[src/rtl/shsc_pkg.sv]
// Package: constants and types for the standby halt/stop controller
package shsc_pkg;
    // Clock rate in kHz (25 MHz)
    localparam int CLK_KHZ = 25000;
    // Release and reset hold times in ns
    localparam int STOP_WAIT_MIN_NS = 17000;
    localparam int STOP_WAIT_TYP_NS = 34000;
    localparam int STOP_WAIT_MAX_NS = 67000;
    localparam int RST_WAIT_MIN_NS = 277000;
    localparam int RST_WAIT_TYP_NS = 544000;
    localparam int RST_WAIT_MAX_NS = 1075000;
    // Typical waits in cycles: ns * kHz / 1e6
    localparam int STOP_WAIT_CYC = STOP_WAIT_TYP_NS / 1000 * CLK_KHZ / 1000;
    localparam int RST_WAIT_CYC = RST_WAIT_TYP_NS / 1000 * CLK_KHZ / 1000;
    // Halt release waits in clocks
    localparam int HALT_VEC_WAIT = 12;
    localparam int HALT_NXT_WAIT = 4;
    localparam int CNT_W = 16;
    // Interrupt source count
    localparam int NUM_IRQ = 8;
    // Index of the 8-bit timer source
    localparam int TMR_IRQ = 0;
    // Sources allowed to wake STOP (timer only when on the slow clock, voltage detector, externals)
    localparam logic [NUM_IRQ-1:0] STOP_WAKE_MASK = 8'hff;
    // Timer prescaler width
    localparam int PRE_W = 12;
    localparam int SLOW_DIV_W = 7;

    typedef enum logic [5:0] {
        SHSC_RESET = 6'h01,
        SHSC_RUN = 6'h02,
        SHSC_HALT = 6'h04,
        SHSC_STOP = 6'h08,
        SHSC_WAIT = 6'h10,
        SHSC_OSC = 6'h20
    } shsc_state_t;
endpackage : shsc_pkg

[src/rtl/shsc_standby_ctrl.sv]
// Standby controller: HALT/STOP entry, release waits, timer gating
`timescale 1ns/1ns
module shsc_standby_ctrl #(
    parameter int RST_WAIT = shsc_pkg::RST_WAIT_CYC,
    parameter int STOP_WAIT = shsc_pkg::STOP_WAIT_CYC,
    parameter int HALT_VEC = shsc_pkg::HALT_VEC_WAIT,
    parameter int HALT_NXT = shsc_pkg::HALT_NXT_WAIT
) (
    // Clock and reset
    input wire logic ref_clk,
    input wire logic sys_rst,
    // Processor side
    input wire logic haltExec,
    input wire logic stopExec,
    input wire logic [7:0] portLatchIn,
    input wire logic portLatchWe,
    // Interrupt flags
    input wire logic [shsc_pkg::NUM_IRQ-1:0] interrupt_request_flag,
    input wire logic [shsc_pkg::NUM_IRQ-1:0] interrupt_mask_flag,
    input wire logic global_interrupt_enable,
    // Slow oscillator control
    input wire logic slowOscStoppable,
    input wire logic slowOscStopReq,
    input wire logic slowOscTick,
    input wire logic timerOnSlowClk,
    input wire logic [3:0] timerPrescale,
    // Outputs
    output logic cpuClkEn,
    output logic sysOscEn,
    output logic slowOscEn,
    output logic cpuHold,
    output logic vectorReq,
    output logic resumeNext,
    output logic resetVector,
    output logic timerTick,
    output logic [7:0] portLatchOut,
    output logic [7:0] timerCount,
    output logic [5:0] stateOut
);
    import shsc_pkg::*;

    // ------------------------------------------------------------
    // State
    // ------------------------------------------------------------
    typedef struct packed {
        shsc_state_t st;
        logic [CNT_W-1:0] cnt;
        logic [31:0] pre;
        logic vecPend;
        logic cpuClkEn;
        logic sysOscEn;
        logic slowOscEn;
        logic cpuHold;
        logic vectorReq;
        logic resumeNext;
        logic resetVector;
        logic timerTick;
        logic [7:0] port;
        logic [7:0] tcnt;
        logic stopOpt;
    } shsc_regs_t;

    shsc_regs_t r_q, r_d;

    function automatic logic anyUnmasked(input logic [NUM_IRQ-1:0] req,
                                         input logic [NUM_IRQ-1:0] msk,
                                         input logic [NUM_IRQ-1:0] en);
        anyUnmasked = |(req & ~msk & en);
    endfunction : anyUnmasked

    logic [NUM_IRQ-1:0] stopWake;
    logic wakeHalt, wakeStop, slowRun, preTick, timerAdv;

    always_comb begin
        stopWake = STOP_WAKE_MASK;
        stopWake[TMR_IRQ] = timerOnSlowClk;
        wakeHalt = anyUnmasked(interrupt_request_flag, interrupt_mask_flag,
                               {NUM_IRQ{1'b1}});
        wakeStop = anyUnmasked(interrupt_request_flag, interrupt_mask_flag,
                               stopWake);
        slowRun = ~(r_q.stopOpt & slowOscStopReq);
    end

    // ------------------------------------------------------------
    // Next state
    // ------------------------------------------------------------
    always_comb begin
        r_d = r_q;
        r_d.vectorReq = 1'b0;
        r_d.resumeNext = 1'b0;
        r_d.resetVector = 1'b0;
        r_d.timerTick = 1'b0;
        r_d.slowOscEn = slowRun;
        // Prescaler runs off system clock; frozen in STOP
        if (r_q.st != SHSC_STOP && r_q.st != SHSC_OSC) begin
            r_d.pre = r_q.pre + 32'h1;
        end
        preTick = ~r_q.pre[timerPrescale] & r_d.pre[timerPrescale];
        if (timerOnSlowClk) begin
            timerAdv = slowOscTick & slowRun;
        end else begin
            timerAdv = preTick;
        end
        if (timerAdv && r_q.st != SHSC_RESET) begin
            r_d.tcnt = r_q.tcnt + 8'h1;
            r_d.timerTick = 1'b1;
        end
        // Port latch only written while running
        if (portLatchWe && r_q.st == SHSC_RUN && !haltExec && !stopExec) begin
            r_d.port = portLatchIn;
        end
        case (r_q.st)
            SHSC_RESET: begin
                // Option setting sampled all through the reset wait
                r_d.stopOpt = slowOscStoppable;
                if (r_q.cnt == '0) begin
                    r_d.st = SHSC_RUN;
                    r_d.cpuHold = 1'b0;
                    r_d.cpuClkEn = 1'b1;
                    r_d.resetVector = 1'b1;
                end else begin
                    r_d.cnt = r_q.cnt - 1'b1;
                end
            end
            SHSC_RUN: begin
                if (stopExec) begin
                    r_d.st = SHSC_STOP;
                    r_d.sysOscEn = 1'b0;
                    r_d.cpuClkEn = 1'b0;
                    r_d.cpuHold = 1'b1;
                    if (wakeStop) begin
                        r_d.st = SHSC_OSC;
                        r_d.sysOscEn = 1'b1;
                        r_d.cnt = CNT_W'(STOP_WAIT - 1);
                        r_d.vecPend = global_interrupt_enable;
                    end
                end else if (haltExec) begin
                    r_d.st = SHSC_HALT;
                    r_d.cpuClkEn = 1'b0;
                    r_d.cpuHold = 1'b1;
                    if (wakeHalt) begin
                        r_d.st = SHSC_WAIT;
                        r_d.vecPend = global_interrupt_enable;
                        r_d.cnt = global_interrupt_enable ?
                            CNT_W'(HALT_VEC - 2) : CNT_W'(HALT_NXT - 2);
                    end
                end
            end
            SHSC_HALT: begin
                if (wakeHalt) begin
                    r_d.st = SHSC_WAIT;
                    r_d.vecPend = global_interrupt_enable;
                    r_d.cnt = global_interrupt_enable ?
                        CNT_W'(HALT_VEC - 2) : CNT_W'(HALT_NXT - 2);
                end
            end
            SHSC_STOP: begin
                if (wakeStop) begin
                    r_d.st = SHSC_OSC;
                    r_d.sysOscEn = 1'b1;
                    r_d.cnt = CNT_W'(STOP_WAIT - 1);
                    r_d.vecPend = global_interrupt_enable;
                end
            end
            SHSC_OSC: begin
                if (r_q.cnt == '0) begin
                    r_d.st = SHSC_WAIT;
                    r_d.cnt = '0;
                end else begin
                    r_d.cnt = r_q.cnt - 1'b1;
                end
            end
            SHSC_WAIT: begin
                if (r_q.cnt == '0) begin
                    r_d.st = SHSC_RUN;
                    r_d.cpuClkEn = 1'b1;
                    r_d.cpuHold = 1'b0;
                    r_d.vectorReq = r_q.vecPend;
                    r_d.resumeNext = ~r_q.vecPend;
                end else begin
                    r_d.cnt = r_q.cnt - 1'b1;
                end
            end
            default: begin
                r_d.st = SHSC_RESET;
            end
        endcase
    end

    // ------------------------------------------------------------
    // Registers
    // ------------------------------------------------------------
    always_ff @(posedge ref_clk) begin
        if (sys_rst) begin
            // Reset overrides HALT/STOP; oscillator restarts, wait runs
            r_q.st <= SHSC_RESET;
            r_q.cnt <= CNT_W'(RST_WAIT - 1);
            r_q.pre <= 32'h0;
            r_q.vecPend <= 1'b0;
            r_q.cpuClkEn <= 1'b0;
            r_q.sysOscEn <= 1'b1;
            r_q.slowOscEn <= 1'b1;
            r_q.cpuHold <= 1'b1;
            r_q.vectorReq <= 1'b0;
            r_q.resumeNext <= 1'b0;
            r_q.resetVector <= 1'b0;
            r_q.timerTick <= 1'b0;
            r_q.port <= 8'h00;
            r_q.tcnt <= 8'h00;
            r_q.stopOpt <= 1'b0;
        end else begin
            r_q <= r_d;
        end
    end

    assign cpuClkEn = r_q.cpuClkEn;
    assign sysOscEn = r_q.sysOscEn;
    assign slowOscEn = r_q.slowOscEn;
    assign cpuHold = r_q.cpuHold;
    assign vectorReq = r_q.vectorReq;
    assign resumeNext = r_q.resumeNext;
    assign resetVector = r_q.resetVector;
    assign timerTick = r_q.timerTick;
    assign portLatchOut = r_q.port;
    assign timerCount = r_q.tcnt;
    assign stateOut = r_q.st;
endmodule : shsc_standby_ctrl

[config.mk]
export PLATFORM = sky130hd
export DESIGN_NAME = shsc_standby_ctrl
export DESIGN_NICKNAME = d
export VERILOG_FILES = /design/src/rtl/shsc_pkg.sv /design/src/rtl/shsc_standby_ctrl.sv
export SDC_FILE = /design/constraint.sdc
export NUM_CORES = 1
export LEC_CHECK = 0
export BUFFER_PORTS_ARGS = -buffer_cell sky130_fd_sc_hd__buf_2
export CAP_MARGIN = 5
export CORE_UTILIZATION = 40
export DETAILED_ROUTE_END_ITERATION = 10
export PLACE_DENSITY = 0.67
export SLEW_MARGIN = 20
export SYNTH_ARGS = -nofsm -noshare
export SYNTH_HDL_FRONTEND = slang
export SYNTH_SLANG_ARGS = --single-unit
[constraint.sdc]
create_clock -name ref_clk -period 3.9 [get_ports ref_clk]
set_input_delay 0.585 -clock ref_clk [delete_from_list [all_inputs] [get_ports ref_clk]]
set_output_delay 0.585 -clock ref_clk [all_outputs]
set_load 0.05 [all_outputs]
* Yosys cells after proc, flatten, opt, wreduce, memory -nomap -nowiden
Index checks and enable logic that the tools add are counted.
** Cells by class
- Add/subtract/negate cells :: 3
- Magnitude comparators :: 1
- Equal/unequal tests :: 20
- Muxes and demuxes :: 37
- Bitwise logic cells :: 12
- Reductions and logical operators :: 24
** Operator list (count)
- 2-to-1 mux 22 bit :: 5
- case mux 16 bit (5 select lines) :: 1
- 2-to-1 mux 16 bit :: 3
- adder 32 x 1 -> 32 bit (second input constant) :: 1
- case mux 6 bit (5 select lines) :: 1
- 2-to-1 mux 21 bit :: 1
- bitwise AND 8 bit :: 2
- logical NOT 16 bit :: 1
- OR reduction 8 bit :: 2
- subtractor 16 x 1 -> 16 bit (second input constant) :: 1
- 2-to-1 mux 1 bit :: 14
- inequality test 2 bit (second input constant) :: 7
- 2-to-1 mux 6 bit :: 2
- inequality test 3 bit (second input constant) :: 3
- adder 8 x 1 -> 8 bit (second input constant) :: 1
- binary-select mux 1 bit (select 4 bit) :: 2
- NOT 8 bit :: 1
- AND reduction 7 bit :: 1
- == test 6 x 1 -> 1 bit (second input constant) :: 1
- == test 6 x 2 -> 1 bit (second input constant) :: 1
- == test 6 x 3 -> 1 bit (second input constant) :: 1
- == test 6 x 4 -> 1 bit (second input constant) :: 1
- == test 6 x 5 -> 1 bit (second input constant) :: 1
- == test 6 bit (second input constant) :: 1
- other kinds (23) :: 42
** Storage, ports and cells
- Register bits :: 80
- Input bits :: 38
- Output and inout bits :: 30
- Logic and storage cells :: 113

* Longest topological paths before layout
- Depth in word-level cells :: 9
- Gate-level depth with buffers :: 10
- Depth with buffers taken out :: 9

* Worst setup path before layout
OpenSTA, ideal clock, no wires.
- Path kind :: in2reg
- From :: in timerPrescale[2]
- To :: reg r_q, in the netlist timerCount[5]
- Library setup time :: 0.123 ns
- Data arrival time :: 2.630 ns
- Required time :: 3.777 ns
- Path slack :: 1.146 ns
- Stages :: 9
- Path buffers :: 1
- Path through :: clkbuf_1 mux2i_1 nand3_1 a311oi_1 a41oi_1 o21ai_0 o21ai_2 nor4b_1 mux2_1
** On the way
- Longest elaborated chain between the ends :: 6
- Elaborated cells between the ends (all ways) :: 8
- Those cells by class :: mux (5); bitwise (2); reduce/logical (1)
** RTL lines
- start, declared :: line shsc_standby_ctrl.sv:26 : input wire logic [3:0] timerPrescale,
- binary-select mux 1 bit (select 4 bit) :: line shsc_standby_ctrl.sv:98 : preTick = ~r_q.pre[timerPrescale] & r_d.pre[timerPrescale];
- 2-to-1 mux 1 bit (implied by the code) :: line shsc_standby_ctrl.sv:98
- NOT 1 bit :: line shsc_standby_ctrl.sv:98
- bitwise AND 1 bit * :: line shsc_standby_ctrl.sv:98
- 2-to-1 mux 1 bit * :: line shsc_standby_ctrl.sv:99 : if (timerOnSlowClk) begin
- logical AND 1 bit * :: line shsc_standby_ctrl.sv:104 : if (timerAdv && r_q.st != SHSC_RESET) begin
- end signal, assigned :: line shsc_standby_ctrl.sv:212 : r_q <= r_d;
- end, declared :: line shsc_standby_ctrl.sv:63 : shsc_regs_t r_q, r_d;
Every way passes the cells marked *; elsewhere a longest branch is shown, timed or not. The select of a mux whose other input is x is not followed.
A chain may end at the register's enable or synchronous reset.

* Worst setup path after layout
- From :: reg r_q, in the netlist stateOut[5]
- To :: reg r_q, in the netlist timerCount[7]
** On the way
- Longest elaborated chain between the ends :: 8
- Elaborated cells between the ends (all ways) :: 10
- Those cells by class :: eq/ne (3); mux (4); bitwise (1); reduce/logical (2)
** RTL lines
- inequality test 6 x 4 -> 1 bit or inequality test 6 bit (tied branches) :: line shsc_standby_ctrl.sv:95 : if (r_q.st != SHSC_STOP && r_q.st != SHSC_OSC) begin
- logical AND 1 bit :: line shsc_standby_ctrl.sv:95
- 2-to-1 mux 16 bit :: line shsc_standby_ctrl.sv:95
- binary-select mux 1 bit (select 4 bit) :: line shsc_standby_ctrl.sv:98
- 2-to-1 mux 1 bit (implied by the code) :: line shsc_standby_ctrl.sv:98
- bitwise AND 1 bit :: line shsc_standby_ctrl.sv:98
- 2-to-1 mux 1 bit :: line shsc_standby_ctrl.sv:99
- logical AND 1 bit * :: line shsc_standby_ctrl.sv:104
Marked as above.

==> results.json <==
{
  "status": "completed",
  "syn-num-nets": 550,
  "hp-class": "reg2reg",
  "grt_max_degree": 63,
  "synth.distinct_cells": 68,
  "worstMarginPinSlew_ns": 0.892,
  "fin_crit_sh_pct": 81.3,
  "cts_resized": 0,
  "grt_usage_pct": 19.7,
  "numCtsBuffers": 9,
  "fp.dieH_um": 102,
  "cts_sinks": 64,
  "worstPathArrival_ns": 3.39,
  "syn_inst": 508,
  "hold_viol": 0,
  "stdcell_area_sq_um": 4430,
  "peakVddDrop_uv": 186,
  "areaGrowthSynthToFinish_pct": 11.5,
  "fin_crit_ns": 3.17,
  "fin_skew_ns": 0.0106,
  "cp_max_fo": 14,
  "antenna_found_initial": 0,
  "layout_common_cells": "66 x buf_2, 64 x dfxtp_1, 58 x nor2_1",
  "power_density_nw_per_um2": 406,
  "crit_type": "reg2reg",
  "grt_pass1_vias": 3423,
  "drtIter0Drc": 222,
  "multi_input_area_sq_um": 2360,
  "num_rows": 36,
  "fin_util_pct": 45.8,
  "antenna_left": 0,
  "cts.htree.levels": 3,
  "clock.fmax_mhz": 315,
  "worst_path_max_delay_cell": "dfxtp_1",
  "ys_seq_area_share_pct": 32.2,
  "num_vias": 3783,
  "die_w_um": 102,
  "ys_seq_elements": 64,
  "leakagePower_nw": 1.78,
  "cpPeakStageDelay_ns": 0.64,
  "firstDrtPassIters": 4,
  "synth-async-reset-ratio_pct": 0,
  "portBuffers": 67,
  "hpwl_um": 7060,
  "routedWlPerCell_um": 14.2,
  "overflow": 0,
  "cap_violations": 0,
  "slew_headroom_pct": 40.0,
  "syn_avg_cell_area_sq_um": 7.82,
  "cts_hold_buf": 0,
  "fin_nets": 588,
  "synth-edff-count": 0,
  "clockRootBuffer": "clkbuf_8",
  "drive_above_1_share_pct": 17.9,
  "rsz0062_at_grt": "no",
  "tritoncts": "yes",
  "netlist_area_sq_um": 3970,
  "gp_congestion": 0.888,
  "place_area_sq_um": 4260,
  "vias_per_cell": 5.55,
  "clk_pin_slew_ns": 0.06,
  "yosys_warnings": 0,
  "drc": 0,
  "cts_setup_buffers": 0,
  "end_kind": "flop",
  "required_ns": 4.11,
  "start_util_pct": 41.0,
  "regArea_sq_um": 1280,
  "finalWirelength_um": 9710,
  "synthFlopType": "dfxtp_1",
  "setup_viol_count_final": 0,
  "diodes": 0,
  "nFillCells": 962,
  "final_common_cell": "buf_2",
  "coreArea_sq_um": 9680,
  "cts_buffer_depth": 2,
  "slew_viol_final": 0,
  "tns_ns": 0,
  "io_pins": 68,
  "start_kind": "flop",
  "grt_pass1_wl_um": 16300,
  "clock_latency_ns": 0.33,
  "die_area_sq_um": 10300,
  "cp_cell_sequence": "xor2_2 -> a2111oi_2 -> a41o_1 -> a31oi_1 -> a31o_1 -> a2111oi_4 -> nor3_1 -> mux2_1"
}
-- cells in the mapped netlist, types with 5 or more instances --
| cell type | n | area share (%) |
|---|---|---|
| a21oi_1 | 37 | 4.7 |
| a31oi_1 | 6 | 0.94 |
| and3_1 | 8 | 1.3 |
| buf_4 | 22 | 4.2 |
| clkbuf_1 | 22 | 2.1 |
| dfxtp_1 | 64 | 32 |
| inv_1 | 17 | 1.6 |
| mux2_1 | 6 | 1.7 |
| mux2i_1 | 8 | 2.0 |
| nand2_1 | 43 | 4.1 |
| nand2b_1 | 7 | 1.1 |
| nand3_1 | 30 | 3.8 |
| nand4_1 | 8 | 1.3 |
| nor2_1 | 58 | 5.5 |
| nor2b_1 | 13 | 2.0 |
| nor3_1 | 15 | 1.9 |
| nor4_1 | 7 | 1.1 |
| o21ai_0 | 29 | 3.7 |
| or4_1 | 5 | 0.94 |
| xnor2_1 | 9 | 2.0 |
| xor2_1 | 10 | 2.2 |
-- cell families after synthesis --
| kind of cell | Yosys count | share of synthesized area, % |
|---|---|---|
| multiplexers | 16 | 4.85 |
| XOR/XNOR | 20 | 4.60 |
| flip-flops | 64 | 32.2 |
| buffers and inverters | 63 | 8.25 |
| AO/OA/AOI/OAI | 123 | 21.0 |
| adder cells (fa/ha/maj) | 4 | 1.26 |
| AND/OR/NAND/NOR | 218 | 27.8 |
-- worst paths after layout --
kind,depth (start not counted),startpoint,endpoint,slack [ns]
worst max-delay path,8,stateOut[5],timerCount[7],0.73
worst min-delay path,2,r_q[68],r_q[68],0.46
worst max register to register,8,stateOut[5],timerCount[7],0.73
worst min register to register,2,r_q[68],r_q[68],0.46
-- worst max-delay path, delay by kind of cell (launching register included) --
kind	cells	cell delay (ns)
flops	1	0.64
xor+xnor	1	0.24
mux	1	0.32
compound gates	5	1.70
simple gates	1	0.15
-- area by class of cell --
cell class / instances / area share, %
clock buffer: 14 / 3.90
inverter: 17 / 1.44
multi-input combinational: 381 / 53.4
sequential: 64 / 28.9
tap: 133 / 3.75
timing repair buffer: 73 / 8.64
-- metal layers --
layer / routed length (um) / vias to the layer above / GRT usage, % / part of all wire, %
li1: - / 1890 / - / -
met1: 4300 / 1756 / 26.1 / 44
met2: 4640 / 123 / 31.8 / 48
met3: 596 / 14 / 4.55 / 6.1
met4: 165 / 0 / 6.02 / 1.7
met5: 0 / - / 0 / 0
-- through the flow --
step / total power, mW / instances / hold slack (ns) / worst slack [ns]
2_1_floorplan: 1.17 / 508 / 0.412 / 1.15
6_report: 1.80 / 682 / 0.456 / 0.729
5_1_grt: 1.92 / 682 / 0.479 / 0.524
3_3_place_gp: 1.28 / 668 / 0.442 / 0.857
3_5_place_dp: 1.30 / 668 / 0.447 / 0.742
4_1_cts: 1.81 / 682 / 0.460 / 0.741
-- where the power goes --
group / internal, mW / leakage [nW] / switching [mW]
clock: 0.277 / 0.0886 / 0.235
combinational: 0.187 / 1.17 / 0.313
sequential: 0.708 / 0.519 / 0.0777
-- sequential cells by signal, summed over array words and instances (netlist names) --
name          count
cpuClkEn          1
cpuHold           1
portLatchOut      8
r_q              34
resetVector       1
resumeNext        1
slowOscEn         1
stateOut          6
sysOscEn          1
timerCount        8
timerTick         1
vectorReq         1
(Power assumes the default switching activity.)
